File: config.mk
export PLATFORM = sky130hd
export DESIGN_NAME = hrc_ctrl
export DESIGN_NICKNAME = d
export VERILOG_FILES = /design/src/rtl/hrc_pkg.sv /design/src/rtl/hrc_ctrl.sv /design/src/rtl/hrc_msg_buf.sv
export SDC_FILE = /design/constraint.sdc
export NUM_CORES = 2
export LEC_CHECK = 0
export ABC_AREA = 1
export BUFFER_PORTS_ARGS = -buffer_cell sky130_fd_sc_hd__buf_2
export CORE_MARGIN = 2
export CORE_UTILIZATION = 57
export CTS_CLUSTER_SIZE = 12
export DETAILED_ROUTE_END_ITERATION = 16
export PLACE_DENSITY = 0.78
export SETUP_SLACK_MARGIN = 0.15
export SYNTH_ARGS = -nofsm -noshare
export SYNTH_HDL_FRONTEND = slang
export SYNTH_SLANG_ARGS = --single-unit
export TNS_END_PERCENT = 10
File: constraint.sdc
create_clock -name clk -period 4.8 [get_ports clk]
set_input_delay 0.96 -clock clk [delete_from_list [all_inputs] [get_ports clk]]
set_output_delay 0.96 -clock clk [all_outputs]
set_load 0.005 [all_outputs]
File: src/rtl/hrc_pkg.sv
// Package: constants and types for the host reset/configuration handshake block
package hrc_pkg;

	// Clock and timing
	localparam int unsigned CLK_HZ = 10_000_000; // Core clock rate
	localparam int unsigned SELFTEST_TO_S = 3; // Self-test budget, seconds
	localparam int unsigned CFG_TO_S = 3; // Fetch budget after last byte, seconds
	localparam int unsigned BLINK_MS = 250; // Indicator step, milliseconds
	localparam int unsigned SELFTEST_TO_CYC = SELFTEST_TO_S * CLK_HZ;
	localparam int unsigned CFG_TO_CYC = CFG_TO_S * CLK_HZ;
	localparam int unsigned BLINK_CYC = (BLINK_MS * (CLK_HZ / 1000));

	// Status byte bit positions
	localparam int unsigned ST_PASS_BIT = 0; // Self-test passed
	localparam int unsigned ST_READY_BIT = 3; // Command byte not yet consumed
	localparam int unsigned ST_LOOP_BIT = 6; // Loopback test failed

	// Address hand-over sequence
	localparam int unsigned SEQ_LEN = 8; // Bytes per sequence
	localparam logic [2:0] SEQ_PFX_LAST = 3'h3; // Index of last prefix byte
	localparam logic [2:0] SEQ_LAST = 3'h7; // Index of last address byte
	localparam logic [31:0] SEQ_PREFIX = 32'h0000_FFFF; // FF,FF,00,00 from byte 0

	// Configuration message layout (byte offsets)
	localparam int unsigned MSG_LEN = 80; // Bytes fetched and checked
	localparam int unsigned BUF_AW = 7; // Buffer address width
	localparam logic [6:0] OFF_RSV0 = 7'h00; // Two-byte reserved word
	localparam logic [6:0] OFF_VER = 7'h02; // Four ASCII version digits
	localparam logic [6:0] OFF_CODE = 7'h06; // Completion code
	localparam logic [6:0] OFF_MODE = 7'h07; // Operation mode
	localparam logic [6:0] OFF_FMT = 7'h08; // Data format option, two bytes
	localparam logic [6:0] OFF_CTX = 7'h0A; // Context, three bytes
	localparam logic [6:0] OFF_CTX_MID = 7'h0B; // Context value in reply
	localparam logic [6:0] OFF_AMODE = 7'h0D; // Address mode
	localparam logic [6:0] OFF_RSV14 = 7'h0E; // Reserved byte
	localparam logic [6:0] OFF_MAPSZ = 7'h0F; // Memory map size
	localparam logic [6:0] OFF_TP = 7'h10; // Test pattern bytes
	localparam logic [6:0] OFF_TP_RSV = 7'h1C; // Zero tail of test pattern
	localparam logic [6:0] OFF_MOVE = 7'h30; // Movable block address, four bytes
	localparam logic [6:0] OFF_NPROC = 7'h34;
	localparam logic [6:0] OFF_NMBOX = 7'h35;
	localparam logic [6:0] OFF_NSLOT = 7'h36;
	localparam logic [6:0] OFF_NHOST = 7'h37;
	localparam logic [6:0] OFF_H2D_IRQ = 7'h3E; // Queue interrupt types
	localparam logic [6:0] OFF_D2H_IRQ = 7'h4A;
	localparam logic [31:0] TP_BYTES = 32'h0F07_0301; // 01,03,07,0F from byte 0

	// Field limits
	localparam logic [7:0] RSV0_VAL = 8'h01;
	localparam logic [7:0] MODE_LINK = 8'h00;
	localparam logic [7:0] MODE_NET = 8'h02;
	localparam logic [7:0] FMT_RSV_MASK = 8'hFE;
	localparam logic [7:0] AMODE_RSV_MASK = 8'hFC;
	localparam logic [7:0] KEEP_VAL = 8'hFF; // Keep current value
	localparam logic [7:0] CNT_MAX = 8'h80; // Processes and mailboxes
	localparam logic [7:0] SLOT_MAX = 8'hFC;
	localparam logic [7:0] HOST_MAX = 8'h08;
	localparam logic [7:0] IRQ_TYPE_MAX = 8'h03;

	// Completion codes
	localparam logic [7:0] CC_OK = 8'h00;
	localparam logic [7:0] CC_PEND = 8'hFF;
	localparam logic [7:0] CC_MODE = 8'hA4;
	localparam logic [7:0] CC_PATTERN = 8'hA5;
	localparam logic [7:0] CC_FORMAT = 8'hA7;
	localparam logic [7:0] CC_MOVE = 8'hA8;
	localparam logic [7:0] CC_NPROC = 8'hA9;
	localparam logic [7:0] CC_NMBOX = 8'hAA;
	localparam logic [7:0] CC_NSLOT = 8'hAB;
	localparam logic [7:0] CC_NHOST = 8'hAC;
	localparam logic [7:0] CC_QUEUE = 8'hAD;
	localparam logic [7:0] CC_NOMEM = 8'hAE;
	localparam logic [7:0] CC_NETBOOT = 8'hAF;
	localparam logic [7:0] CC_SELFTEST = 8'h01; // Self-test failure indication
	localparam logic [2:0] REPLY_LAST = 3'h5; // Reply steps 0..5

	// Controller states, one-hot
	typedef enum logic [7:0] {
		S_SELFTEST = 8'h01,
		S_NETBOOT = 8'h02,
		S_WAIT = 8'h04,
		S_FETCH = 8'h08,
		S_CHECK = 8'h10,
		S_REPLY = 8'h20,
		S_RUN = 8'h40,
		S_ERR = 8'h80
	} hrc_state_e;

endpackage

File: src/rtl/hrc_ctrl.sv
// Reset, self-test and configuration handshake controller of the board
//
// Summary of operation
// - Bus init or reset-port write resets board.
// - Indicator stays lit while self test runs.
// - Test pass sets pass bit, indicator blinks.
// - No pass in 3 s: repeat error code.
// - Strap picks network boot or host configuration.
// - Status bit 3 high until byte consumed.
// - Status bit 0 zero until test passes.
// - Sequence opens with prefix FF FF 00 00.
// - Address bytes follow, least significant first.
// - Eighth byte starts fetch; bad address shows code.
// - Completion code written, never FF; zero success.
// - Configuration normally completes within 3 seconds.
// - Other reply fields only written on success.
// - Reserved first word must equal one.
// - Reply holds four ASCII version digits at 2.
// - Codes A4, A5, A7 for mode, pattern, format.
// - Codes A8, A9, AA for block, processes, mailboxes.
// - Codes AB, AC, AD for slots, hosts, queues.
// - Codes AE no memory, AF netboot failure.
// - Failed configuration shows code on indicator.
// - Format at 8, context at 10, mode 13.
// - Operation mode 0, 1, 2; others rejected.
`timescale 1ns/1ps
`default_nettype none

module hrc_ctrl #(
	parameter int unsigned SELFTEST_TO = hrc_pkg::SELFTEST_TO_CYC, // Self-test budget
	parameter int unsigned CFG_TO = hrc_pkg::CFG_TO_CYC, // Fetch budget
	parameter int unsigned BLINK = hrc_pkg::BLINK_CYC, // Indicator step
	parameter logic [7:0] VER_X = 8'h31, // Firmware major digit, arbitrary
	parameter logic [7:0] VER_Y = 8'h30, // Firmware minor digit, arbitrary
	parameter logic [7:0] VER_A = 8'h31, // Board major digit, arbitrary
	parameter logic [7:0] VER_B = 8'h30, // Board minor digit, arbitrary
	parameter logic [7:0] CTX_VAL = 8'h01 // Context value, arbitrary
) (
	// Clock and reset
	input wire logic clk,
	input wire logic rst_n,
	// Host-side port strobes
	input wire logic bus_init,
	input wire logic rst_port_wr,
	input wire logic cmd_wr,
	input wire logic [7:0] cmd_wdata,
	output logic [7:0] status_byte,
	// Board-level inputs
	input wire logic strap_netboot,
	input wire logic selftest_done,
	input wire logic selftest_pass,
	input wire logic loop_fail,
	input wire logic board_mem_low,
	// Network bootstrap engine
	output logic netboot_start,
	input wire logic netboot_done,
	input wire logic netboot_ok,
	// Shared memory master port
	output logic mem_req,
	output logic mem_we,
	output logic [31:0] mem_addr,
	output logic [7:0] mem_wdata,
	input wire logic mem_ack,
	input wire logic mem_err,
	input wire logic [7:0] mem_rdata,
	// Indicator and state
	output logic status_led,
	output logic selftest_run,
	output logic cfg_done,
	output logic [7:0] cfg_code
);
	import hrc_pkg::*;

	// Whole controller state in one record
	typedef struct packed {
		hrc_state_e state; // Controller state
		logic pass; // Self test passed
		logic ready; // Command byte waiting
		logic [7:0] cmd_byte; // Latched command byte
		logic [7:0] status; // Status byte as read
		logic [2:0] seq; // Position in address sequence
		logic [31:0] addr; // Message base address
		logic [31:0] tmr; // Budget timer
		logic [31:0] blink_cnt; // Indicator step timer
		logic [3:0] slot; // Code display slot
		logic led; // Indicator
		logic [7:0] code; // Completion or error code
		logic [6:0] idx; // Fetch, check and reply index
		logic chk_vld; // Buffer data valid for chk_off
		logic [6:0] chk_off; // Offset of buffered byte
		logic [7:0] aux; // First reserved byte
		logic [7:0] mode; // Operation mode seen
		logic from_cfg; // Netboot asked by message
		logic mem_req;
		logic mem_we;
		logic [31:0] mem_addr;
		logic [7:0] mem_wdata;
		logic buf_we;
		logic [6:0] buf_waddr;
		logic [7:0] buf_wdata;
		logic netboot_start;
		logic selftest_run;
		logic cfg_done;
	} hrc_ctrl_s;

	// Value taken on any kind of reset
	localparam hrc_ctrl_s RST_VAL = '{state: S_SELFTEST, led: 1'b1, selftest_run: 1'b1,
		code: CC_PEND, default: '0};

	hrc_ctrl_s ctl_ff; // Registered state
	hrc_ctrl_s nxt_ctl; // Next state
	logic [7:0] buf_rdata; // Buffered message byte

	// Field check of one message byte, first error found wins
	function automatic logic [7:0] chk_byte(input logic [6:0] off, input logic [7:0] b,
		input logic [7:0] md, input logic [7:0] b0);
		logic keep;
		logic lim_bad;
		keep = (b == KEEP_VAL);
		lim_bad = (b == 8'h00) || (b > CNT_MAX);
		chk_byte = CC_OK;
		if (off == OFF_RSV0 + 7'h01) begin
			// Either byte order of the word one
			if (!((b0 == RSV0_VAL && b == 8'h00) || (b0 == 8'h00 && b == RSV0_VAL)))
				chk_byte = CC_FORMAT;
		end else if (off == OFF_MODE) begin
			if (b > MODE_NET)
				chk_byte = CC_MODE;
		end else if (off == OFF_FMT || off == OFF_FMT + 7'h01) begin
			if ((b & FMT_RSV_MASK) != 8'h00)
				chk_byte = CC_FORMAT;
		end else if (off >= OFF_CTX && off < OFF_AMODE) begin
			if (b != 8'h00)
				chk_byte = CC_FORMAT;
		end else if (off == OFF_AMODE) begin
			if ((b & AMODE_RSV_MASK) != 8'h00)
				chk_byte = CC_FORMAT;
		end else if (off == OFF_RSV14 || off == OFF_MAPSZ) begin
			if (b != 8'h00)
				chk_byte = CC_FORMAT;
		end else if (off >= OFF_TP && off < OFF_TP + 7'h04) begin
			if (b != TP_BYTES[{off[1:0], 3'b000} +: 8])
				chk_byte = CC_PATTERN;
		end else if (off >= OFF_TP_RSV && off < OFF_MOVE) begin
			if (b != 8'h00)
				chk_byte = CC_PATTERN;
		end else if (off >= OFF_MOVE && off < OFF_NPROC) begin
			if (md == MODE_LINK && !keep)
				chk_byte = CC_MOVE;
		end else if (off == OFF_NPROC || off == OFF_NMBOX) begin
			if (!keep && (md == MODE_LINK || lim_bad))
				chk_byte = (off == OFF_NPROC) ? CC_NPROC : CC_NMBOX;
		end else if (off == OFF_NSLOT) begin
			if (!keep && b > SLOT_MAX)
				chk_byte = CC_NSLOT;
		end else if (off == OFF_NHOST) begin
			if (!keep && (b == 8'h00 || b > HOST_MAX))
				chk_byte = CC_NHOST;
		end else if (off == OFF_H2D_IRQ || off == OFF_D2H_IRQ) begin
			if (b > IRQ_TYPE_MAX)
				chk_byte = CC_QUEUE;
		end
	endfunction

	// Reply step to message offset: version digits, context, code last
	function automatic logic [6:0] reply_off(input logic [2:0] step);
		case (step)
			3'h4: reply_off = OFF_CTX_MID;
			3'h5: reply_off = OFF_CODE;
			default: reply_off = OFF_VER + {4'h0, step};
		endcase
	endfunction

	// Next-state logic
	always_comb begin
		logic tick;
		logic [7:0] res;
		logic [7:0] b;
		tick = 1'b0;
		res = CC_OK;
		b = ctl_ff.cmd_byte;
		nxt_ctl = ctl_ff;
		nxt_ctl.netboot_start = 1'b0;
		nxt_ctl.buf_we = 1'b0;

		// Indicator step timer
		if (ctl_ff.blink_cnt >= BLINK - 1) begin
			nxt_ctl.blink_cnt = '0;
			tick = 1'b1;
		end else begin
			nxt_ctl.blink_cnt = ctl_ff.blink_cnt + 32'h1;
		end

		// Command byte: latch when free, consume the next cycle
		if (ctl_ff.ready) begin
			nxt_ctl.ready = 1'b0;
		end else if (cmd_wr) begin
			nxt_ctl.ready = 1'b1;
			nxt_ctl.cmd_byte = cmd_wdata;
		end
		// Writes while ready is high fall through untouched

		case (ctl_ff.state)
			S_SELFTEST: begin
				nxt_ctl.led = 1'b1;
				nxt_ctl.tmr = ctl_ff.tmr + 32'h1;
				if (selftest_done && selftest_pass) begin
					nxt_ctl.pass = 1'b1;
					nxt_ctl.selftest_run = 1'b0;
					nxt_ctl.tmr = '0;
					if (strap_netboot) begin
						nxt_ctl.state = S_NETBOOT;
						nxt_ctl.netboot_start = 1'b1;
					end else begin
						nxt_ctl.state = S_WAIT;
					end
				end else if (selftest_done || ctl_ff.tmr >= SELFTEST_TO - 1) begin
					// Failure or no verdict in budget: show code until reset
					nxt_ctl.selftest_run = 1'b0;
					nxt_ctl.code = CC_SELFTEST;
					nxt_ctl.slot = '0;
					nxt_ctl.state = S_ERR;
				end
			end
			S_NETBOOT: begin
				if (tick)
					nxt_ctl.led = ~ctl_ff.led;
				if (netboot_done) begin
					nxt_ctl.code = netboot_ok ? CC_OK : CC_NETBOOT;
					if (ctl_ff.from_cfg) begin
						nxt_ctl.state = S_REPLY;
						nxt_ctl.idx = netboot_ok ? 7'h00 : {4'h0, REPLY_LAST};
					end else begin
						nxt_ctl.state = netboot_ok ? S_RUN : S_ERR;
						nxt_ctl.cfg_done = netboot_ok;
						nxt_ctl.slot = '0;
					end
				end
			end
			S_WAIT: begin
				if (tick)
					nxt_ctl.led = ~ctl_ff.led;
				if (ctl_ff.ready) begin
					if (ctl_ff.seq <= SEQ_PFX_LAST) begin
						if (b == SEQ_PREFIX[{ctl_ff.seq[1:0], 3'b000} +: 8]) begin
							nxt_ctl.seq = ctl_ff.seq + 3'h1;
						end else begin
							// Mismatch drops the partial sequence; FF may restart it
							nxt_ctl.seq = (b == SEQ_PREFIX[7:0]) ? 3'h1 : 3'h0;
						end
					end else begin
						nxt_ctl.addr[{ctl_ff.seq[1:0], 3'b000} +: 8] = b;
						nxt_ctl.seq = ctl_ff.seq + 3'h1;
						if (ctl_ff.seq == SEQ_LAST) begin
							nxt_ctl.seq = '0;
							nxt_ctl.idx = '0;
							nxt_ctl.tmr = '0;
							if (nxt_ctl.addr[0]) begin
								// Odd base cannot be a valid message
								nxt_ctl.code = CC_FORMAT;
								nxt_ctl.slot = '0;
								nxt_ctl.state = S_ERR;
							end else begin
								nxt_ctl.state = S_FETCH;
							end
						end
					end
				end
			end
			S_FETCH: begin
				nxt_ctl.tmr = ctl_ff.tmr + 32'h1;
				nxt_ctl.mem_req = 1'b1;
				nxt_ctl.mem_we = 1'b0;
				nxt_ctl.mem_addr = ctl_ff.addr + {25'h0, ctl_ff.idx};
				if (ctl_ff.mem_req && mem_ack) begin
					nxt_ctl.mem_req = 1'b0;
					if (mem_err) begin
						nxt_ctl.code = CC_FORMAT;
						nxt_ctl.slot = '0;
						nxt_ctl.state = S_ERR;
					end else begin
						nxt_ctl.buf_we = 1'b1;
						nxt_ctl.buf_waddr = ctl_ff.idx;
						nxt_ctl.buf_wdata = mem_rdata;
						nxt_ctl.idx = ctl_ff.idx + 7'h01;
						if (ctl_ff.idx == 7'(MSG_LEN - 1)) begin
							nxt_ctl.idx = '0;
							nxt_ctl.chk_vld = 1'b0;
							nxt_ctl.state = S_CHECK;
						end
					end
				end else if (ctl_ff.tmr >= CFG_TO - 1) begin
					// Address leads nowhere: give up and show it
					nxt_ctl.mem_req = 1'b0;
					nxt_ctl.code = CC_FORMAT;
					nxt_ctl.slot = '0;
					nxt_ctl.state = S_ERR;
				end
			end
			S_CHECK: begin
				// Buffer read runs one byte ahead of the check
				nxt_ctl.chk_off = ctl_ff.idx;
				nxt_ctl.chk_vld = (ctl_ff.idx < 7'(MSG_LEN));
				if (ctl_ff.idx < 7'(MSG_LEN))
					nxt_ctl.idx = ctl_ff.idx + 7'h01;
				if (ctl_ff.chk_vld) begin
					res = chk_byte(ctl_ff.chk_off, buf_rdata, ctl_ff.mode, ctl_ff.aux);
					if (ctl_ff.chk_off == OFF_RSV0)
						nxt_ctl.aux = buf_rdata;
					if (ctl_ff.chk_off == OFF_MODE)
						nxt_ctl.mode = buf_rdata;
					if (ctl_ff.code == CC_PEND && res != CC_OK)
						nxt_ctl.code = res;
					if (ctl_ff.chk_off == 7'(MSG_LEN - 1)) begin
						if (nxt_ctl.code == CC_PEND && ctl_ff.mode != MODE_LINK && board_mem_low)
							nxt_ctl.code = CC_NOMEM;
						if (nxt_ctl.code == CC_PEND && ctl_ff.mode == MODE_NET) begin
							nxt_ctl.from_cfg = 1'b1;
							nxt_ctl.netboot_start = 1'b1;
							nxt_ctl.state = S_NETBOOT;
						end else begin
							if (nxt_ctl.code == CC_PEND)
								nxt_ctl.code = CC_OK;
							// Failure writes only the code
							nxt_ctl.idx = (nxt_ctl.code == CC_OK) ? 7'h00 : {4'h0, REPLY_LAST};
							nxt_ctl.state = S_REPLY;
						end
					end
				end
			end
			S_REPLY: begin
				nxt_ctl.mem_req = 1'b1;
				nxt_ctl.mem_we = 1'b1;
				nxt_ctl.mem_addr = ctl_ff.addr + {25'h0, reply_off(ctl_ff.idx[2:0])};
				case (ctl_ff.idx[2:0])
					3'h0: nxt_ctl.mem_wdata = VER_X;
					3'h1: nxt_ctl.mem_wdata = VER_Y;
					3'h2: nxt_ctl.mem_wdata = VER_A;
					3'h3: nxt_ctl.mem_wdata = VER_B;
					3'h4: nxt_ctl.mem_wdata = CTX_VAL;
					default: nxt_ctl.mem_wdata = ctl_ff.code;
				endcase
				if (ctl_ff.mem_req && mem_ack) begin
					nxt_ctl.mem_req = 1'b0;
					nxt_ctl.mem_we = 1'b0;
					nxt_ctl.idx = ctl_ff.idx + 7'h01;
					if (ctl_ff.idx[2:0] == REPLY_LAST) begin
						nxt_ctl.slot = '0;
						nxt_ctl.cfg_done = (ctl_ff.code == CC_OK);
						nxt_ctl.state = (ctl_ff.code == CC_OK) ? S_RUN : S_ERR;
					end
				end
			end
			S_RUN: begin
				if (tick)
					nxt_ctl.led = ~ctl_ff.led;
			end
			S_ERR: begin
				// Code shown MSB first in slots 0..7, dark in 8..15, repeated
				if (tick)
					nxt_ctl.slot = ctl_ff.slot + 4'h1;
				nxt_ctl.led = !ctl_ff.slot[3] && ctl_ff.code[~ctl_ff.slot[2:0]];
			end
			default: begin
				nxt_ctl = RST_VAL;
			end
		endcase

		// Either reset source restarts the board from scratch
		if (bus_init || rst_port_wr)
			nxt_ctl = RST_VAL;

		// Status byte mirrors the next flags so reads see them at once
		nxt_ctl.status = '0;
		nxt_ctl.status[ST_PASS_BIT] = nxt_ctl.pass;
		nxt_ctl.status[ST_READY_BIT] = nxt_ctl.ready;
		nxt_ctl.status[ST_LOOP_BIT] = loop_fail;
	end

	// State register
	always_ff @(posedge clk or negedge rst_n) begin
		if (!rst_n) begin
			ctl_ff <= RST_VAL;
		end else begin
			ctl_ff <= nxt_ctl;
		end
	end

	// Message buffer, read address from the index register
	hrc_msg_buf u_buf (
		.clk(clk),
		.rst_n(rst_n),
		.we(ctl_ff.buf_we),
		.waddr(ctl_ff.buf_waddr),
		.wdata(ctl_ff.buf_wdata),
		.raddr(ctl_ff.idx),
		.rdata(buf_rdata)
	);

	// Outputs straight from the state register
	assign status_byte = ctl_ff.status;
	assign netboot_start = ctl_ff.netboot_start;
	assign mem_req = ctl_ff.mem_req;
	assign mem_we = ctl_ff.mem_we;
	assign mem_addr = ctl_ff.mem_addr;
	assign mem_wdata = ctl_ff.mem_wdata;
	assign status_led = ctl_ff.led;
	assign selftest_run = ctl_ff.selftest_run;
	assign cfg_done = ctl_ff.cfg_done;
	assign cfg_code = ctl_ff.code;

endmodule // hrc_ctrl

`default_nettype wire

File: src/rtl/hrc_msg_buf.sv
// Small byte memory holding the fetched configuration message
`timescale 1ns/1ps
`default_nettype none

module hrc_msg_buf (
	// Clock and reset
	input wire logic clk,
	input wire logic rst_n,
	// Write side
	input wire logic we,
	input wire logic [hrc_pkg::BUF_AW-1:0] waddr,
	input wire logic [7:0] wdata,
	// Read side, data one cycle after the address
	input wire logic [hrc_pkg::BUF_AW-1:0] raddr,
	output logic [7:0] rdata
);
	import hrc_pkg::*;

	// Whole buffer state in one record
	typedef struct packed {
		logic [(1<<BUF_AW)-1:0][7:0] mem; // Message bytes
		logic [7:0] rdata; // Registered read data
	} hrc_buf_s;

	hrc_buf_s buf_ff; // Registered state
	hrc_buf_s nxt_buf; // Next state

	// Read first: registered read of the old contents, then write
	always_comb begin
		nxt_buf = buf_ff;
		nxt_buf.rdata = buf_ff.mem[raddr];
		if (we) begin
			nxt_buf.mem[waddr] = wdata;
		end
	end

	// State register
	always_ff @(posedge clk or negedge rst_n) begin
		if (!rst_n) begin
			buf_ff <= '0;
		end else begin
			buf_ff <= nxt_buf;
		end
	end

	assign rdata = buf_ff.rdata;

endmodule // hrc_msg_buf

`default_nettype wire

==> Word level (Yosys, flattened, before mapping) <==
Cells that the tools add are included.
{ "totals": {"reg_bits": 1258, "out_inout_bits": 62} }
{ "classes": {"magnitude_cmp": 21, "n_addsub": 9, "n_mux": 162, "n_eq_ne": 80, "reduce_logical": 76, "shift": 4, "n_bitwise": 2} }
{ "ops": {"columns": ["op", "count"], "rows": [
  ["$bwmux 1024", 1],
  ["$mux 8", 72],
  ["$mux 231", 1],
  ["$mux 32", 4],
  ["$pmux 32 s4", 1],
  ["$mux 15", 7],
  ["$pmux 34 s3", 1],
  ["$pmux 35 s2", 1],
  ["$mux 67", 1],
  ["$add 32x1->32 const B", 2],
  ["$add 32x7->32", 2],
  ["$mux 64", 1],
  ["$shiftx 32x6->8 const A", 2],
  ["$ne 3x3->1 const B", 20],
  ["$bmux 8 s7", 1],
  ["$demux 8 s7", 1],
  ["$mux 4", 14],
  ["$pmux 8 s7", 1],
  ["$eq 8x8->1 const B", 6],
  ["$pmux 24 s2", 1],
  ["$pmux 8 s6", 1],
  ["$pmux 7 s6", 1],
  ["$logic_not 8->1", 5],
  ["$reduce_bool 8->1", 5],
  ["other kinds (83)", 202]
]} }

==> Logic depth before layout (Yosys ltp) <==
{ "depth": {"word_depth": 43, "mapped_depth": 32} }

==> Modules after synthesis <==
From an unflattened synthesis, not the netlist that was laid out.
{ "unflattened": {"cells_unflattened": 7563, "area_unflattened_um2": 59881.2} }
{ "by_module_without_submodules": {"columns": ["mod", "instances", "cells_per_inst", "area_each_um2"], "rows": [
  ["hrc_msg_buf", 1, 5869, 46895.0],
  ["hrc_ctrl", 1, 1694, 12986.2]
]} }

==> Worst setup path before layout <==
No wires, ideal clock.
{ "synth_timing": {"kind": "reg-to-reg", "startpoint": "register ctl_ff[86] in the netlist's numbering", "endpoint": "register ctl_ff, in the netlist mem_addr[28]", "path_stages_with_launch": 33, "arrival_ns": 4.488, "required_ns": 4.678, "slack_ns": 0.190, "period_less_slack_ns": 4.610, "setup_ns": 0.122, "cell_sequence": "dfrtp_1 -> clkbuf_1 -> inv_2 -> clkbuf_1 -> clkbuf_1 -> clkbuf_1 -> ha_1 -> nand2_1 -> inv_1 -> a21oi_1 -> inv_1 -> ha_1 -> inv_1 -> fa_1 -> nand3b_1 -> nand2_1 -> a21oi_1 -> o21bai_2 -> nand2_1 -> a21oi_2 -> nand2_1 -> nor2_2 -> inv_2 -> nor2_2 -> nand2_2 -> nor2_2 -> nand3_2 -> nor3_4 -> nand4_2 -> nor2_2 -> nand3_1 -> nand2_1 -> o21ai_1"} }
{ "synth_between": {"elab_chain_cells": 6, "word_cells_on_any_way": 9} }
{ "synth_rtl": {"columns": ["item", "line_no", "rtl"], "rows": [
  ["from (decl)", "hrc_ctrl.sv:110", "hrc_ctrl_s ctl_ff;"],
  ["from (signal assigned)", "hrc_ctrl.sv:385", "ctl_ff <= nxt_ctl;"],
  ["$add 2x3->4 / $eq 3x3->1 (equally long branches)", "hrc_ctrl.sv:170, hrc_ctrl.sv:167", null],
  ["$pmux 4 s2", "hrc_ctrl.sv:167", "case (step)"],
  ["$mux 7", "hrc_ctrl.sv:203", "case (ctl_ff.state)"],
  ["$add 32x7->32", "hrc_ctrl.sv:334", "nxt_ctl.mem_addr = ctl_ff.addr + {25'h0, reply_off(ctl_ff.idx[2:0])};"],
  ["$pmux 34 s3 (*)", "hrc_ctrl.sv:203", null],
  ["$mux 231 (*)", "hrc_ctrl.sv:370", "if (bus_init || rst_port_wr)"]
]} }
Every way passes the cells marked *; elsewhere a longest branch is shown, timed or not. The select of a mux whose other input is x is not followed.
A chain may end at the register's enable or synchronous reset.

==> Worst setup path after layout <==
Same ends and word-level chain as after synthesis.

==> results.md <==
- Status: finished with violations
- Failing checks: capacitance limit
- Maximum clock frequency: 0.2352 GHz
- Number of detailed-route iterations in the first pass: 9
- Crit path kind: reg2reg
- Syn_area_per_cell: 8.272 µm²
- Initial drt markers: 6636
- Setup ws final: 547.4 ps
- Final design utilization: 0.6272
- Synth cell types: 65
- Required time of the critical path: 5420 ps
- Commonest register cell after synthesis: dfrtp_1
- Cell leakage power: 28.11 nW
- CTS Buffer Depth: 3
- Post-Route WL: 176.3 mm
- RSZ-0062 raised after global routing: yes
- CP Launch Type: flop
- Setup violators final: 0
- Cell mode on critical path: nand2_1
- Crit-path max cell delay: 530 ps
- Largest net degree at the start of global routing: 212
- Gr usage total: 0.3348
- Commonest cells after routing, fill and taps aside: o21ai_0, nand2_1, dfrtp_1, nor2_1, inv_1
- Port Buf Inserts: 86
- Synth Warn #: 0
- Cells after synthesis: 7068
- Sequential fraction of the synthesis area: 0.5378
- R2r startpoint: ctl_ff[86]
- Global placement routability congestion: 0.9543
- H-Tree Depth: 4
- Initial antenna violation count: 5
- DP Worst Slack: 422.3 ps
- Die height: 324.3 µm
- Reg clk slew, reported paths: 60 ps
- Critical Path Sink Type: flop
- WP data arrival: 4870 ps
- Worst Setup SP: ctl_ff[86]
- Detail Placement HPWL: 107.3 mm
- I/O pins: 92
- Clock latency on the worst-skew pair: 770 ps
- Worst-Margin Slew: 1473 ps
- Num CTS Buffers: 134
- Critical path fanouts, max: 5
- Die area: 105100 µm²
- EDFF count, synth: 0
- CTS tree: built
- Worst Hold Class: in2async
- Slew Limit Fails: 0
- WL/cell: 21.18 µm
- Clock root cell: clkbuf_16
- Share of cells above drive strength 1: 0.07262
- Vias in the first global route: 48.25k
- Pwr dens: 332.0 nW/µm²
- Worst Clk Skew: 35.10 ps
- Clk sink count: 1256
- First-pass GRT wire length: 276.1 mm
- Post-synth ARST share: 1.000
- Slew margin rel.: 0.01054
- Setup TNS: 0 ps
- Grt ovf: 0
- Max-Cap Viols: 1
- FF+latch count, synth: 1256
- Most common cell after layout, fill and taps aside: o21ai_0
- Initial core utilization: 0.5746
- Hold Fails Final Rpt: 0
- Fin crit period: 4253 ps
- Worst vdd ir: 281.0 µV
- Rows: 117
- Mapped cell area: 58460 µm²
- Post-route DRC: 0
- CORE AREA: 101700 µm²
- Period utilisation layout: 0.8860
- Detail Route Antenna Nets: 0
- CP max-delay cell: dfrtp_4
- Filler cells: 8481
- Die Width: 324.3 µm
- Via Count: 51.99k
- Nets: 6920
- Synth-to-layout area growth: 9.149%
- Vias/cell: 6.245
what timing repair did:
action	in CTS	in global routing
endpoints found under the setup margin	0	8
hold endpoints to repair	0	0
gates resized for setup	0	13
hold buffers	0	0
setup buffers	0	4
cells in the mapped netlist, types with 12 or more instances:
| master | instances | area (µm²) |
|---|---|---|
| a21oi_1 | 190 | 950.9 |
| a31oi_1 | 20 | 125.1 |
| o31ai_1 | 28 | 210.2 |
| o221ai_1 | 80 | 700.7 |
| dfrtp_1 | 1245 | 31150 |
| nor2_2 | 24 | 150.1 |
| nand4_1 | 66 | 412.9 |
| nor3_1 | 50 | 250.2 |
| nor2_1 | 658 | 2470 |
| buf_1 | 22 | 82.58 |
| nand3_1 | 172 | 860.8 |
| a22oi_1 | 12 | 90.09 |
| nor4_1 | 27 | 168.9 |
| inv_1 | 302 | 1134 |
| o22ai_1 | 135 | 844.6 |
| nand2_1 | 1576 | 5916 |
| o211ai_1 | 59 | 442.9 |
| inv_2 | 24 | 90.09 |
| ha_1 | 20 | 250.2 |
| buf_4 | 56 | 420.4 |
| o21ai_0 | 1687 | 8443 |
| clkbuf_1 | 458 | 1719 |
cell families after synthesis:
kind of cell,after synthesis,synth area share
simple gates,2624,0.1843
compound gates,2271,0.2106
flops,1256,0.5378
buf+inv,880,0.06029
fa+ha+maj,21,0.004623
xor+xnor,15,0.002247
other cells,1,0.00006414
final timing paths:
| path | endpoint | slack (ps) | cells past startpoint |
|---|---|---|---|
| max | mem_addr[28] | 550 | 28 |
| min | ctl_ff[191] | 300 | 1 |
| max reg2reg | mem_addr[28] | 550 | 28 |
| min reg2reg | ctl_ff[106] | 460 | 1 |
| max in group asynchronous | u_buf.buf_ff[818] | 3370 | 2 |
| min in group clk | status_byte[6] | 330 | 1 |
registers in the layout, summed over array words and instances, names as in the netlist, 3 cells and up:
name	cells
ctl_ff	167
status_byte	3
mem_wdata	8
u_buf.rdata	8
cfg_code	8
mem_addr	32
u_buf.buf_ff	1024
cell type report:
class                   count  area [µm²]  share of cell area
clock buffers             201        3890             0.06096
clock inverters            20       256.5            0.004020
multi-input cells        4946       23660              0.3708
diodes                      3       7.507           0.0001176
inverters                 335        1295             0.02029
flip-flops and latches   1256       31460              0.4930
well taps                1368        1712             0.02682
repair buffers            196        1534             0.02404
where the power goes:
part / switching, mW / internal [mW]
combinational: 0.415 / 0.117
clock: 4.25 / 5.74
sequential: 0.0342 / 10.6
layer usage:
metal / up-vias / part of all wire / track usage
li1: 23410 / - / -
met1: 25160 / 0.41 / 0.4680
met2: 2920 / 0.44 / 0.5020
met3: 490 / 0.10 / 0.07303
met4: 2 / 0.045 / 0.1536
met5: - / 0.000079 / 0
stage by stage:
step | std cells | hold WS [ps] | power [mW] | area, µm²
2_1_floorplan | 7082 | 432.9 | 11.04 | 58520
3_3_place_gp | 8097 | 448.6 | 11.38 | 59580
3_5_place_dp | 8097 | 452.4 | 11.39 | 59580
4_1_cts | 8318 | 297.4 | 21.26 | 63720
5_1_grt | 8324 | 317.4 | 21.76 | 63810
6_report | 8325 | 299.5 | 21.18 | 63810
worst max-delay path, delay by kind of cell, from the launching register on:
kind | cells | cell delay, ps
buffers and inverters | 4 | 310
adders and majority gates | 3 | 700
and+or+nand+nor | 15 | 1860
AOI/OAI and AO/OA | 6 | 720
DFF | 1 | 530
Note: power is estimated with default switching activity, not from simulation.
